==> src/logic/pxt_pkg.sv <==
/*
  Shared constants for the external trigger and emergency stop control of a
  16-bit PWM pair: register offsets, field positions, reset values, timing.
  Assumes a 125 MHz MCLK and a 32-bit APB register bus.
*/
package pxt_pkg;
  // ----------------------------------------
  // Timing
  // ----------------------------------------
  localparam int MCLK_PERIOD_PS = 8000;
  localparam int FAST_SAMPLE_PS = 125000;
  localparam int SLOW_SAMPLE_PS = 30500000;
  // Both figures round down, never below one cycle
  localparam int FAST_SAMPLE_CYC = (FAST_SAMPLE_PS / MCLK_PERIOD_PS) < 1 ?
    1 : (FAST_SAMPLE_PS / MCLK_PERIOD_PS);
  localparam int SLOW_SAMPLE_CYC = (SLOW_SAMPLE_PS / MCLK_PERIOD_PS) < 1 ?
    1 : (SLOW_SAMPLE_PS / MCLK_PERIOD_PS);
  localparam int TICK_W = 12;

  // ----------------------------------------
  // Register map (byte addresses)
  // ----------------------------------------
  localparam logic [7:0] CTRL_OFS = 8'h00;
  localparam logic [7:0] DUTY_OFS = 8'h04;
  localparam logic [7:0] PERIOD_OFS = 8'h08;
  localparam logic [7:0] STATUS_OFS = 8'h0c;
  localparam logic [7:0] SDFLAG_OFS = 8'h10;
  localparam logic [7:0] BUF_OFS = 8'h14;

  // Control register fields
  localparam int RUN_BIT = 0;
  localparam int COUPLED_BIT = 1;
  localparam int CLK_SRC_LSB = 2;
  localparam int TRIG_MODE_LSB = 4;
  localparam int TRIG_SEL_BIT = 6;
  localparam int TRIG_POL_LSB = 7;
  localparam int CLR_INH_BIT = 9;
  localparam int SD_EDGE_LSB = 10;
  localparam int CTRL_W = 12;
  localparam logic [CTRL_W-1:0] CTRL_RST = 12'h000;

  // Status and shutdown flag register fields
  localparam int ST_FLAG_BIT = 16;
  localparam int ST_RUNNING_BIT = 17;
  localparam int SD_FLAG_BIT = 0;

  localparam logic [15:0] DUTY_RST = 16'h0000;
  localparam logic [15:0] PERIOD_RST = 16'hffff;

  // Encodings
  localparam logic [1:0] CLK_SRC_FAST = 2'b01;
  localparam logic [1:0] MODE_SW = 2'b00;
  localparam logic [1:0] MODE_SW_EXT = 2'b01;
  localparam logic [1:0] MODE_EXT = 2'b10;
  localparam logic [1:0] MODE_CLR = 2'b11;
  localparam logic [1:0] POL_RISE = 2'b01;
  localparam logic [1:0] POL_FALL = 2'b10;
  localparam logic [1:0] SD_FALL = 2'b01;
  localparam logic [1:0] SD_RISE = 2'b10;
  localparam logic [1:0] SD_BOTH = 2'b11;
endpackage

==> src/logic/pxt_filter.sv <==
/*
  Pin synchroniser and sampling noise filter for one trigger input.
  Assumes tick is a one-cycle pulse at the chosen sampling rate.
*/
`timescale 1ns/1ps
module pxt_filter (
  input wire logic clk,
  input wire logic rst,
  input wire logic pin,
  input wire logic tick,
  output logic level_q,
  output logic rise_q,
  output logic fall_q
);
  logic meta_q;
  logic sync_q;
  logic smp_q;
  logic accept;

  always_ff @(posedge clk or posedge rst) begin
    if (rst) begin
      meta_q <= 1'b0;
      sync_q <= 1'b0;
    end else begin
      meta_q <= pin;
      sync_q <= meta_q;
    end
  end

  // A new level is taken only when two samples agree
  assign accept = tick && (smp_q == sync_q) && (sync_q != level_q);

  always_ff @(posedge clk or posedge rst) begin
    if (rst) begin
      smp_q <= 1'b0;
      level_q <= 1'b0;
      rise_q <= 1'b0;
      fall_q <= 1'b0;
    end else begin
      if (tick) begin
        smp_q <= sync_q;
      end
      if (accept) begin
        level_q <= sync_q;
      end
      rise_q <= accept && sync_q;
      fall_q <= accept && !sync_q;
    end
  end
endmodule // pxt_filter

==> src/logic/pxt_buf.sv <==
/*
  Duty and period buffers reloaded from their registers.
  Assumes reload is a one-cycle pulse; a reload that meets a register
  write in the same cycle is carried one cycle later.
*/
`timescale 1ns/1ps
module pxt_buf (
  input wire logic clk,
  input wire logic rst,
  input wire logic reload,
  input wire logic reg_wr,
  input wire logic [15:0] duty_reg,
  input wire logic [15:0] period_reg,
  output logic [15:0] duty_buffer_q,
  output logic [15:0] period_buffer_q
);
  import pxt_pkg::*;
  logic pend_q;
  logic load;

  // Lets the new register value settle before the copy
  assign load = (reload && !reg_wr) || pend_q;

  always_ff @(posedge clk or posedge rst) begin
    if (rst) begin
      pend_q <= 1'b0;
      duty_buffer_q <= DUTY_RST;
      period_buffer_q <= PERIOD_RST;
    end else begin
      pend_q <= reload && reg_wr;
      if (load) begin
        duty_buffer_q <= duty_reg;
        period_buffer_q <= period_reg;
      end
    end
  end
endmodule // pxt_buf

==> src/logic/pxt_trigger.sv <==
/*
  External trigger start/stop/clear and emergency stop for a PWM pair,
  with a minimal counter and duty/period compare, reached over APB.
  Assumes trigger pins are asynchronous and the APB master is on MCLK.
*/
`timescale 1ns/1ps
module pxt_trigger (
  input wire logic MCLK,
  input wire logic RST,
  input wire logic PSEL,
  input wire logic PENABLE,
  input wire logic PWRITE,
  input wire logic [7:0] PADDR,
  input wire logic [31:0] PWDATA,
  output logic [31:0] PRDATA,
  output logic PREADY,
  output logic PSLVERR,
  input wire logic EVENT_INPUT_A,
  input wire logic EVENT_INPUT_B,
  output logic PWM_OUT_A,
  output logic PWM_OUT_B,
  output logic PWM_IRQ
);
  import pxt_pkg::*;

  // ----------------------------------------
  // Register bus
  // ----------------------------------------
  logic [CTRL_W-1:0] ctrl_q;
  logic [15:0] duty_reg_q;
  logic [15:0] period_reg_q;
  logic wr_en;
  logic rd_en;
  logic mapped;
  logic reg_wr;

  function automatic logic hit(input logic [7:0] a, input logic [7:0] ofs);
    hit = (a == ofs);
  endfunction

  assign mapped = hit(PADDR, CTRL_OFS) || hit(PADDR, DUTY_OFS) ||
    hit(PADDR, PERIOD_OFS) || hit(PADDR, STATUS_OFS) ||
    hit(PADDR, SDFLAG_OFS) || hit(PADDR, BUF_OFS);
  assign wr_en = PSEL && PENABLE && PWRITE;
  assign rd_en = PSEL && !PWRITE;
  assign PREADY = 1'b1;
  assign PSLVERR = PSEL && PENABLE && !mapped;
  assign reg_wr = wr_en && (hit(PADDR, DUTY_OFS) || hit(PADDR, PERIOD_OFS));

  always_ff @(posedge MCLK or posedge RST) begin
    if (RST) begin
      ctrl_q <= CTRL_RST;
      duty_reg_q <= DUTY_RST;
      period_reg_q <= PERIOD_RST;
    end else if (wr_en) begin
      if (hit(PADDR, CTRL_OFS)) begin
        ctrl_q <= PWDATA[CTRL_W-1:0];
      end
      if (hit(PADDR, DUTY_OFS)) begin
        duty_reg_q <= PWDATA[15:0];
      end
      if (hit(PADDR, PERIOD_OFS)) begin
        period_reg_q <= PWDATA[15:0];
      end
    end
  end

  logic run_bit;
  logic coupled_mode;
  logic [1:0] clk_src;
  logic [1:0] trig_mode;
  logic trig_input_select;
  logic [1:0] trig_polarity;
  logic clear_inhibit;
  logic [1:0] shutdown_edge;

  assign run_bit = ctrl_q[RUN_BIT];
  assign coupled_mode = ctrl_q[COUPLED_BIT];
  assign clk_src = ctrl_q[CLK_SRC_LSB +: 2];
  assign trig_mode = ctrl_q[TRIG_MODE_LSB +: 2];
  assign trig_input_select = ctrl_q[TRIG_SEL_BIT];
  assign trig_polarity = ctrl_q[TRIG_POL_LSB +: 2];
  assign clear_inhibit = ctrl_q[CLR_INH_BIT];
  assign shutdown_edge = ctrl_q[SD_EDGE_LSB +: 2];

  // ----------------------------------------
  // Sampling clock and input filter
  // ----------------------------------------
  logic [TICK_W-1:0] tick_cnt_q;
  logic [TICK_W-1:0] tick_last;
  logic tick;

  // Slow rate unless the fast oscillator is the counting source
  assign tick_last = (clk_src == CLK_SRC_FAST) ?
    TICK_W'(FAST_SAMPLE_CYC - 1) : TICK_W'(SLOW_SAMPLE_CYC - 1);
  assign tick = (tick_cnt_q >= tick_last);

  always_ff @(posedge MCLK or posedge RST) begin
    if (RST) begin
      tick_cnt_q <= '0;
    end else if (tick) begin
      tick_cnt_q <= '0;
    end else begin
      tick_cnt_q <= tick_cnt_q + TICK_W'(1);
    end
  end

  logic [1:0] lvl;
  logic [1:0] rise;
  logic [1:0] fall;

  // Both pins are filtered so switching the select causes no false edge
  pxt_filter u_filt_a (
    .clk(MCLK),
    .rst(RST),
    .pin(EVENT_INPUT_A),
    .tick(tick),
    .level_q(lvl[0]),
    .rise_q(rise[0]),
    .fall_q(fall[0])
  );

  pxt_filter u_filt_b (
    .clk(MCLK),
    .rst(RST),
    .pin(EVENT_INPUT_B),
    .tick(tick),
    .level_q(lvl[1]),
    .rise_q(rise[1]),
    .fall_q(fall[1])
  );

  logic in_lvl;
  logic in_rise;
  logic in_fall;
  assign in_lvl = lvl[trig_input_select];
  assign in_rise = rise[trig_input_select];
  assign in_fall = fall[trig_input_select];

  // ----------------------------------------
  // Trigger decode
  // ----------------------------------------
  logic pol_ok;
  logic start_lvl;
  logic start_edge;
  logic stop_edge;
  logic out_flag_q;
  logic gate_q;
  logic shutdown_flag_q;

  assign pol_ok = (trig_polarity == POL_RISE) ||
    (trig_polarity == POL_FALL);
  assign start_lvl = (trig_polarity == POL_RISE) ? in_lvl : !in_lvl;
  assign start_edge = pol_ok &&
    ((trig_polarity == POL_RISE) ? in_rise : in_fall);
  assign stop_edge = pol_ok &&
    ((trig_polarity == POL_RISE) ? in_fall : in_rise);

  // Edge-armed gate for mode 10
  always_ff @(posedge MCLK or posedge RST) begin
    if (RST) begin
      gate_q <= 1'b0;
    end else if (!run_bit || trig_mode != MODE_EXT) begin
      gate_q <= 1'b0;
    end else if (start_edge) begin
      gate_q <= 1'b1;
    end else if (stop_edge) begin
      gate_q <= 1'b0;
    end
  end

  logic cnt_en;
  logic ext_clear;

  always_comb begin
    cnt_en = 1'b0;
    ext_clear = 1'b0;
    unique case (trig_mode)
      MODE_SW: begin
        cnt_en = run_bit;
      end
      MODE_SW_EXT: begin
        // Invalid polarity leaves pure software control
        cnt_en = run_bit && (!pol_ok || start_lvl);
        ext_clear = run_bit && stop_edge;
      end
      MODE_EXT: begin
        cnt_en = gate_q;
        ext_clear = run_bit && stop_edge;
      end
      MODE_CLR: begin
        cnt_en = run_bit;
        ext_clear = start_edge && !(clear_inhibit && out_flag_q);
      end
    endcase
  end

  // ----------------------------------------
  // Emergency stop
  // ----------------------------------------
  logic sd_edge;
  logic sd_evt;
  logic sd_clr;

  always_comb begin
    unique case (shutdown_edge)
      SD_FALL: sd_edge = in_fall;
      SD_RISE: sd_edge = in_rise;
      SD_BOTH: sd_edge = in_rise || in_fall;
      default: sd_edge = 1'b0;
    endcase
  end

  assign sd_evt = coupled_mode && sd_edge;
  assign sd_clr = wr_en && hit(PADDR, SDFLAG_OFS) && PWDATA[SD_FLAG_BIT];

  always_ff @(posedge MCLK or posedge RST) begin
    if (RST) begin
      shutdown_flag_q <= 1'b0;
      PWM_IRQ <= 1'b0;
    end else begin
      // A new event wins over a clear in the same cycle
      if (sd_evt) begin
        shutdown_flag_q <= 1'b1;
      end else if (sd_clr) begin
        shutdown_flag_q <= 1'b0;
      end
      PWM_IRQ <= sd_evt;
    end
  end

  // ----------------------------------------
  // Counter, compare and outputs
  // ----------------------------------------
  logic [15:0] cnt_q;
  logic [15:0] duty_buffer;
  logic [15:0] period_buffer;
  logic period_hit;
  logic reload;
  logic running;

  // Counting stays held off until software clears the shutdown flag
  assign running = cnt_en && !shutdown_flag_q && !sd_evt;
  assign period_hit = running && (cnt_q == period_buffer);
  assign reload = ext_clear || period_hit;

  pxt_buf u_buf (
    .clk(MCLK),
    .rst(RST),
    .reload(reload),
    .reg_wr(reg_wr),
    .duty_reg(duty_reg_q),
    .period_reg(period_reg_q),
    .duty_buffer_q(duty_buffer),
    .period_buffer_q(period_buffer)
  );

  always_ff @(posedge MCLK or posedge RST) begin
    if (RST) begin
      cnt_q <= 16'h0000;
    end else if (sd_evt || ext_clear || period_hit) begin
      cnt_q <= 16'h0000;
    end else if (running) begin
      cnt_q <= cnt_q + 16'h0001;
    end
  end

  always_ff @(posedge MCLK or posedge RST) begin
    if (RST) begin
      out_flag_q <= 1'b1;
    end else if (sd_evt || shutdown_flag_q) begin
      out_flag_q <= 1'b0;
    end else if (ext_clear || period_hit) begin
      out_flag_q <= 1'b1;
    end else if (running && cnt_q == duty_buffer) begin
      out_flag_q <= 1'b0;
    end
  end

  always_ff @(posedge MCLK or posedge RST) begin
    if (RST) begin
      PWM_OUT_A <= 1'b0;
      PWM_OUT_B <= 1'b0;
    end else begin
      PWM_OUT_A <= out_flag_q;
      PWM_OUT_B <= coupled_mode && out_flag_q;
    end
  end

  // ----------------------------------------
  // Read data
  // ----------------------------------------
  always_comb begin
    PRDATA = 32'h0000_0000;
    if (rd_en) begin
      if (hit(PADDR, CTRL_OFS)) begin
        PRDATA = {{(32-CTRL_W){1'b0}}, ctrl_q};
      end else if (hit(PADDR, DUTY_OFS)) begin
        PRDATA = {16'h0000, duty_reg_q};
      end else if (hit(PADDR, PERIOD_OFS)) begin
        PRDATA = {16'h0000, period_reg_q};
      end else if (hit(PADDR, STATUS_OFS)) begin
        PRDATA[15:0] = cnt_q;
        PRDATA[ST_FLAG_BIT] = out_flag_q;
        PRDATA[ST_RUNNING_BIT] = running;
      end else if (hit(PADDR, SDFLAG_OFS)) begin
        PRDATA[SD_FLAG_BIT] = shutdown_flag_q;
      end else if (hit(PADDR, BUF_OFS)) begin
        PRDATA = {period_buffer, duty_buffer};
      end
    end
  end
endmodule // pxt_trigger

==> config.mk <==
export PLATFORM = sky130hd
export DESIGN_NAME = pxt_trigger
export DESIGN_NICKNAME = d
export VERILOG_FILES = /design/src/logic/pxt_pkg.sv /design/src/logic/pxt_filter.sv /design/src/logic/pxt_buf.sv /design/src/logic/pxt_trigger.sv
export SDC_FILE = /design/constraint.sdc
export NUM_CORES = 1
export LEC_CHECK = 0
export BUFFER_PORTS_ARGS = -buffer_cell sky130_fd_sc_hd__buf_2
export CORE_ASPECT_RATIO = 1.25
export CORE_UTILIZATION = 55
export CTS_BUF_LIST = sky130_fd_sc_hd__clkbuf_2 sky130_fd_sc_hd__clkbuf_4 sky130_fd_sc_hd__clkbuf_8
export DETAILED_ROUTE_END_ITERATION = 16
export GPL_ROUTABILITY_DRIVEN = 0
export HOLD_SLACK_MARGIN = 0.05
export PLACE_DENSITY = 0.76
export SLEW_MARGIN = 10
export SYNTH_ARGS = -nofsm -noshare
export SYNTH_HDL_FRONTEND = slang
export SYNTH_SLANG_ARGS = --single-unit
==> constraint.sdc <==
create_clock -name MCLK -period 6.9 [get_ports MCLK]
set_clock_uncertainty 0.1 [all_clocks]
set_input_delay 1.38 -clock MCLK [delete_from_list [all_inputs] [get_ports MCLK]]
set_output_delay 1.38 -clock MCLK [all_outputs]
set_load 0.005 [all_outputs]
==> out/qor.yml, run 1 <==
fin_cells: 795
drc: 0
routed_via_density: 6.12
drv_cap: 0
grt_max_degree: 78
ys_async_sr_fraction_pct: 100
cts.sinks: 123
critPathSlowestCell: "and3_1"
yosys_register_bits: 123
start_kind: "primary input"
grt_pass1_wl_um: 25500
utilization_pct: 64.2
insertion_delay_ps: 440
postSynthAreaPerCell_um2: 10.8
cts_resized: 0
r2r_cells: 7
path_buf_inv: 3
cts_root_buf: "clkbuf_8"
grt_pass1_vias: 4853
ys_seq_area_share_pct: 48.2
synthCells: 601
drv_slew: 0
dr.pass1.iters: 5
numCtsBuffers: 17
drive_gt1_share_pct: 34.4
p_leak_nw: 3.56
power_density_nw_per_um2: 233
critPathMaxStageDelay_ps: 560
worstPathArrival_ps: 3690
setup_tns_ps: 0
period_share_pct: 74.9
rows: 43
finalHoldViolCount: 0
antenna_found_initial: 0
area_growth_pct: 12.2
layout.nets: 703
grt_use_total_pct: 27.9
crit_type: "primary input to output port"
dieArea_um2: 12200
postCtsSetupRepairBufs: 0
diodes: 0
stdcell_area_um2: 7250
fmax_mhz: 193
synth_edf_count: 0
cts_buffer_depth: 2
path_max_fanout: 22
hold_end: "u_filt_a.sync_q$_DFF_PP0_"
syn-cell-area_um2: 6470
die_h_um: 123
critPathCaptureType: "output port"
start_util_pct: 57.2
cts.reportedPaths.clkPinSlew_ps: 70
avgRoutedWirePerCell_um: 20.3
cp_cell_sequence: "buf_2 -> nor4_1 -> nor3b_2 -> buf_4 -> and3_1 -> a22o_1 -> a211oi_1 -> a211oi_1 -> buf_2"
dp_cells: 763
reg2reg_from: "ctrl_q[6]$_DFFE_PP0P_"
place_area_um2: 6810
timing.hold.ws_ps: 258
hold_buffers: 0
ant_nets: 0
reg2reg_to: "u_buf.duty_buffer_q[12]$_DFFE_PP0P_"
globalRouteOverflowTotal: 0
worstPathRequired_ps: 5420
synth_fp_nets: 657
cts_max_level: 4
die_w_um: 99.0
setup_violations: 0
first_iter_violations: 309
place_hpwl_um: 11100
ff2ff_setup_slack_ps: 3210
io_pins: 84
min-delay-start: "u_filt_a.meta_q$_DFF_PP0_"
cts_tree: "done"
ys_warn_count: 0
peakVddDrop_mv: 0.161
wirelength_um: 16200
outcome: "complete, no violations"
core_um2: 11300
period_needed_ps: 5170
ys.flop_type: "dfrtp_1"
slew_headroom_pct: 13.1
dr_total_vias: 4868
hp-class: "flop to flop"
worst_pin_slew_ps: 1300
synth.distinct_cells: 53
worstHoldPathCells: 0
placement.io_buffers: 66
crit_family: "simple AND/OR/NAND/NOR gates"
grt_setup_unrepaired: "no"
## Yosys cell counts, drive strengths merged (2+ instances only)
library cell  count  area share [%]
nand3            15             1.2
a211oi            6            0.70
nor3              8            0.79
nor4             16             1.5
xnor2            17             2.3
nand4             7            0.68
nand2            33             1.9
o22ai             4            0.39
xor2             40             5.4
a32oi             2            0.27
a21oi            25             1.9
mux2             84              15
and2              4            0.39
and4              2            0.27
a22oi             7            0.81
nor2b             6            0.58
ha                9             1.7
a221oi            2            0.27
o21ai            16             1.2
mux2i             4            0.62
dfstp            33              13
nor4b             2            0.27
a221o             8             1.2
and3             19             1.8
buf              12             1.3
dfrtp            90              35
inv              13            0.75
a22o              6            0.81
clkbuf           33             1.9
nand2b            6            0.58
o211ai            2            0.23
nor2             54             3.1
## placed cells by master (no fill, tap or decap), drive strengths merged, types with 7 or more instances in the layout
cell     n
nor2    54
a22oi    7
nor3     8
clkbuf  21
dfrtp   90
o21ai   16
a221o    8
nand2   33
buf     72
nand3   15
xor2    40
inv     13
nand4    7
a21oi   25
and3    19
dfstp   33
mux2    84
nor4    16
ha       9
xnor2   17
## through the flow
| stage | worst slack (ps) | total power, mW |
|---|---|---|
| 2_1_floorplan | 2200 | 0.938 |
| 3_3_place_gp | 1810 | 0.986 |
| 3_5_place_dp | 1800 | 0.997 |
| 4_1_cts | 1780 | 1.70 |
| 5_1_grt | 1630 | 1.76 |
| 6_report | 1730 | 1.69 |
## flip-flops by register name, summed over array words and instances, names as in the netlist, 12 cells and up
name	count
cnt_q	16
duty_reg_q	16
period_reg_q	16
u_buf.duty_buffer_q	16
u_buf.period_buffer_q	16
ctrl_q	12
tick_cnt_q	12
## routing by layer
layer	GRT usage (%)	vias to the layer above	wire, µm
met1	33.5	2458	6450
met3	6.61	29	991
li1	-	2212	-
met5	0	-	0
met4	10.4	0	325
met2	48.8	169	8390
## worst register-to-register path, stage by stage (launching register included)
cell,delay [ps]
dfrtp_1,480
mux2_4,360
a32o_2,320
a2111o_1,690
o21bai_1,300
a21o_1,540
buf_4,400
mux2_2,390
## worst max path at each step
stage | from | end | slack (ps) | depth (start not counted)
finish | PADDR[1] | PRDATA[2] | 1730 | 9
global route | PADDR[1] | PRDATA[4] | 1630 | 9
CTS | PADDR[1] | PRDATA[2] | 1780 | 9
detailed placement | PADDR[1] | PRDATA[2] | 1800 | 9
global placement | PADDR[1] | PRDATA[2] | 1810 | 9
floorplan | RST | PWM_IRQ$_DFF_PP0_ | 2200 | 1
## final cells by class
type / instances / area, µm²
fill: 884 / 4050
multi-input combinational: 420 / 3100
tap: 135 / 169
sequential: 123 / 3120
clock buffer: 21 / 270
inverter: 13 / 51.3
clock inverter: 11 / 169
timing repair buffer: 72 / 375
## report_power, final
group | internal, mW | switching, mW
Combinational | 0.0731 | 0.0978
Sequential | 0.766 | 0.0511
Clock | 0.414 | 0.286
Total | 1.25 | 0.435
## logic make-up after synthesis
logic type               Yosys count  synth area share [%]
AO/OA/AOI/OAI                     87                  9.13
XOR/XNOR                          57                  7.72
adder cells (fa/ha/maj)            9                  1.74
buffers and inverters             58                  3.95
flip-flops                       123                  48.2
multiplexers                      88                  15.3
other                              1                0.0580
AND/OR/NAND/NOR                  178                  13.9
(Power assumes the default switching activity.)
==> run 2: changes to the inputs <==
ABC_AREA = 1   (was default)
PLACE_DENSITY = 0.79   (was 0.76)
clock period = 4.4 ns   (was 6.9 ns; I/O delays follow)
==> run 2 against run 1 <==
  * First-iteration DRC count increased by 35%
  * Via count increased by 23%
  * Die area increased by 6.1%
==> out/qor.yml, run 2 <==
start_kind: "primary input"
die_w_um: 102  # +3.0%
grt_pass1_wl_um: 27300  # +7.1%
dr_total_vias: 5972  # +23%
grt_setup_unrepaired: "no"
cts_max_level: 4  # unchanged
avgRoutedWirePerCell_um: 15.0  # -26%
cts_resized: 0  # unchanged
timing.hold.ws_ps: 253  # -4.38 ps
synth_most_common_cell: "nand2_1"
dieArea_um2: 12900  # +6.1%
cts_tree: "done"
insertion_delay_ps: 440  # about the same
hp-class: "flop to flop"
grt_max_degree: 70  # -10%
outcome: "complete, no violations"
power_density_nw_per_um2: 308  # +33%
reg2reg_from: "ctrl_q[4]$_DFFE_PP0P_"
layout_common_cells: "nand2_1 (226), inv_1 (105), dfrtp_1 (90)"
numCtsBuffers: 17  # unchanged
fmax_mhz: 269
finalHoldViolCount: 0  # unchanged
layout.nets: 991  # +41%
postCtsSetupRepairBufs: 0  # unchanged
crit_type: "primary input to output port"
area_growth_pct: 11.5
setup_violations: 0  # unchanged
path_max_fanout: 9  # -59%
critPathCaptureType: "output port"
placement.io_buffers: 66  # unchanged
cts.reportedPaths.clkPinSlew_ps: 70  # about the same
drive_gt1_share_pct: 20.4  # -14 points
r2r_cells: 11  # +4
dr.pass1.iters: 5  # unchanged
drv_slew: 0  # unchanged
globalRouteOverflowTotal: 0  # unchanged
fillers: 1099  # +24%
worst_pin_slew_ps: 945  # -351 ps
ys_seq_area_share_pct: 45.4  # -2.8 points
yosys_register_bits: 123  # unchanged
place_hpwl_um: 12300  # +11%
diodes: 0  # unchanged
period_needed_ps: 3720
worstHoldPathCells: 0  # unchanged
core_um2: 12200  # +7.6%
ff2ff_setup_slack_ps: 1720  # -1490 ps
die_h_um: 127  # +3.0%
wirelength_um: 16600  # +2.9%
hold_end: "u_filt_a.sync_q$_DFF_PP0_"
antenna_found_initial: 0  # unchanged
ys_async_sr_fraction_pct: 100  # unchanged
io_pins: 84  # unchanged
yosys.area.top_type: "dfrtp_1"
synth_edf_count: 0  # unchanged
place_area_um2: 7230  # +6.2%
postSynthAreaPerCell_um2: 7.81  # -27%
period_share_pct: 84.4
drc: 0  # unchanged
mostFrequentLayoutCell: "nand2_1"
first_iter_violations: 416  # +35%
grt_use_total_pct: 27.8  # -0.13 points
stdcell_area_um2: 7650  # +5.5%
peakVddDrop_mv: 0.251  # +56%
ant_nets: 0  # unchanged
synth_top_area_share_pct: 32.8  # -2.0 points
synthCells: 879  # +46%
slew_headroom_pct: 36.8  # +24 points
syn-cell-area_um2: 6870  # +6.2%
hold_buffers: 0  # unchanged
cts_root_buf: "clkbuf_8"
worstPathArrival_ps: 2740  # -950 ps
synthTopCellsByCount: "nand2_1 (226), inv_1 (106), dfrtp_1 (90)"
start_util_pct: 56.5  # -0.77 points
cts_buffer_depth: 2  # unchanged
setup_tns_ps: 0  # unchanged
cts.sinks: 123  # unchanged
synth_fp_nets: 935  # +42%
p_leak_nw: 3.82  # +7.4%
grt_pass1_vias: 5671  # +17%
ys_warn_count: 0  # unchanged
drv_cap: 0  # unchanged
synth.distinct_cells: 46  # -13%
rows: 45  # +4.7%
synth_area_leaders: "dfrtp_1 (33%), dfstp_2 (13%), nand2_1 (12%)"
ys.flop_type: "dfrtp_1"
worstPathRequired_ps: 3420  # -2000 ps
reg2reg_to: "u_buf.duty_buffer_q[3]$_DFFE_PP0P_"
min-delay-start: "u_filt_a.meta_q$_DFF_PP0_"
routed_via_density: 5.37  # -12%
run 2: where the power goes:
part           internal [mW]  switching (mW)
registers               1.16          0.0235
logic                 0.0406          0.0781
clock network          0.626           0.435
total                   1.82           0.537
run 2: area by class of cell:
class	instances	area (µm²)	area share, %
Clock buffer	24	305	3.99
Clock inverter	8	115	1.50
Inverter	113	427	5.57
Multi-Input combinational cell	606	3080	40.2
Sequential cell	123	3120	40.7
Tap cell	164	205	2.68
Timing Repair Buffer	74	403	5.26
run 2: critical path, cell delays in order:
cell      delay [ps]
buf_2             90
inv_1             80
nand3_1          140
nor2_1           160
nand2_1          190
inv_1            300
buf_4            220
nand2_1           60
nand3_1          100
o221ai_1         130
a21oi_1          210
buf_2            150
run 2: per-stage QoR:
| step | setup WS (ps) | cells | power [mW] | utilization [%] |
|---|---|---|---|---|
| floorplan | 204 | 879 | 1.27 | - |
| global placement | 794 | 1080 | 1.32 | 59.5 |
| detailed placement | 770 | 1080 | 1.32 | 59.5 |
| CTS | 745 | 1112 | 2.37 | 62.9 |
| global route | 473 | 1112 | 2.44 | 62.9 |
| finish | 685 | 1112 | 2.36 | 62.9 |
run 2: cell families (layout without fill, tap and decap cells):
| logic type | Yosys count | in the layout | synth area share [%] |
|---|---|---|---|
| buf+inv | 150 | 219 | 9.71 |
| other cells | 1 | 1 | 0.0546 |
| fa+ha+maj | 9 | 9 | 1.64 |
| simple gates | 442 | 442 | 28.6 |
| flops | 123 | 123 | 45.4 |
| compound gates | 118 | 118 | 10.0 |
| xor+xnor | 36 | 36 | 4.59 |
run 2: layer usage:
layer  track usage, %  part of all wire [%]
met1             35.0                    41
met2             46.0                    50
met4             12.5                   3.2
met3             5.34                   6.3
met5                0                     0
run 2: worst max-delay path by stage:
stage                  start           endpoint  cells after the start  slack, ps
finish              PADDR[3]          PRDATA[7]                     12        680
global route        PADDR[3]          PRDATA[7]                     12        470
CTS                 PADDR[3]          PRDATA[7]                     12        750
detailed placement  PADDR[3]          PRDATA[9]                     11        770
global placement    PADDR[3]          PRDATA[9]                     11        790
floorplan                RST  PWM_IRQ$_DFF_PP0_                      1        200
==> run 3: changes to the inputs <==
PLACE_DENSITY = 0.76   (was 0.79)
clock period = 3.65 ns   (was 4.4 ns; I/O delays follow)
==> run 3 against run 2 <==
  * Register-to-register slack lost 520 ps
  * Sequential power grew 20%
  * Combinational power grew 24%
  * Setup slack lost 410 ps
  * Final cell count grew 0.45%
  * Sequential cell count is the same
  * First-iteration DRC count shrank 8.9%
==> out/qor.yml, run 3 (synthesized netlist as in run 2, its figures left out) <==
outcome: "complete, no violations"
drc: 0  # unchanged
cts_buffer_depth: 2  # unchanged
grt_pass1_vias: 5761  # +1.6%
fin_cells: 1117  # +0.45%
grt_setup_unrepaired: "no"
p_leak_nw: 3.81  # -0.47%
numCtsBuffers: 17  # unchanged
wirelength_um: 16800  # +0.92%
power_density_nw_per_um2: 361  # +17%
cts_max_level: 4  # unchanged
crit_type: "flop to output port"
fmax_mhz: 296
ant_nets: 0  # unchanged
hp-class: "flop to flop"
start_util_pct: 56.5  # unchanged
grt_pass1_wl_um: 27800  # +2.1%
finalHoldViolCount: 0  # unchanged
placement.io_buffers: 66  # unchanged
rows: 45  # unchanged
grt_use_total_pct: 28.2  # +0.47 points
cts_tree: "done"
routed_via_density: 5.34  # -0.63%
layout_common_cells: "nand2_1 (226), inv_1 (105), dfrtp_1 (90)"
drive_gt1_share_pct: 20.8  # +0.42 points
setup_tns_ps: 0  # unchanged
cts_resized: 0  # unchanged
drv_cap: 0  # unchanged
cts.sinks: 123  # unchanged
setup_violations: 0  # unchanged
worstPathArrival_ps: 2550  # -190 ps
dr.pass1.iters: 5  # unchanged
globalRouteOverflowTotal: 0  # unchanged
avgRoutedWirePerCell_um: 15.0  # +0.47%
period_needed_ps: 3380
place_hpwl_um: 12600  # +2.7%
grt_max_degree: 45  # -36%
hold_buffers: 0  # unchanged
die_w_um: 102  # unchanged
io_pins: 84  # unchanged
mostFrequentLayoutCell: "nand2_1"
cts.reportedPaths.clkPinSlew_ps: 70  # about the same
power_mw: 2.77  # +17%
cts_root_buf: "clkbuf_8"
die_h_um: 127  # unchanged
critPathCaptureType: "output port"
period_share_pct: 92.5
dp_cells: 1085  # +0.46%
worst_pin_slew_ps: 990  # +44.9 ps
ff2ff_setup_slack_ps: 1200  # -520 ps
utilization_pct: 63.2  # +0.26 points
antenna_found_initial: 0  # unchanged
area_growth_pct: 11.9
postCtsSetupRepairBufs: 0  # unchanged
drv_slew: 0  # unchanged
insertion_delay_ps: 430  # about the same
worstPathRequired_ps: 2820  # -600 ps
slew_headroom_pct: 33.9  # -3.0 points
start_kind: "flop"
path_max_fanout: 12  # +3
diodes: 0  # unchanged
dr_total_vias: 5961  # -0.18%
peakVddDrop_mv: 0.311  # +24%
core_um2: 12200  # unchanged
layout.nets: 996  # +0.50%
first_iter_violations: 379  # -8.9%
dieArea_um2: 12900  # unchanged
[run 3: final cells by class]
type / count / area, µm²
Clock buffer: 19 / 255
Clock inverter: 13 / 145
Fill cell: 1147 / 4480
Inverter: 113 / 428
Multi-Input combinational cell: 606 / 3080
Sequential cell: 123 / 3120
Tap cell: 164 / 205
Timing Repair Buffer: 79 / 453
[run 3: stage by stage]
stage	worst slack, ps	cell area, µm²	hold slack, ps
after global routing	108	7690	261
after detailed placement	382	7290	241
final	273	7690	254
after CTS	262	7690	259
after global placement	362	7290	232
after floorplan	973	6870	231
[run 3: worst paths after layout]
path,start,endpoint,cells after the start
max in group asynchronous,RST,u_buf.period_buffer_q[9]$_DFFE_PP1P_,3
min in group asynchronous,RST,tick_cnt_q[4]$_DFF_PP0_,2
min,u_filt_b.meta_q$_DFF_PP0_,u_filt_b.sync_q$_DFF_PP0_,0
max reg2reg,ctrl_q[4]$_DFFE_PP0P_,u_buf.duty_buffer_q[5]$_DFFE_PP0P_,11
max,ctrl_q[4]$_DFFE_PP0P_,PRDATA[17],10
min reg2reg,u_filt_b.meta_q$_DFF_PP0_,u_filt_b.sync_q$_DFF_PP0_,0
[run 3: critical path, stage by stage, from the launching register on]
cell	delay (ps)
dfrtp_1	410
inv_1	100
ha_1	320
nor2_1	50
a211oi_1	400
nor2_4	100
nand2_2	230
inv_2	170
nand2_1	100
a21oi_1	110
buf_2	140
[run 3: layer usage]
layer	up-vias	routed length, µm	GRT usage [%]
li1	2922	-	-
met3	35	827	5.29
met2	172	8540	49.0
met5	-	0	0
met4	0	413	10.4
met1	2832	6990	34.6
[run 3: where the power goes]
part           internal [mW]  total, mW  leakage, nW  switching (mW)
clock                  0.634       1.20        0.184           0.569
sequential              1.39       1.42         1.57          0.0286
combinational         0.0519      0.147         2.05          0.0948
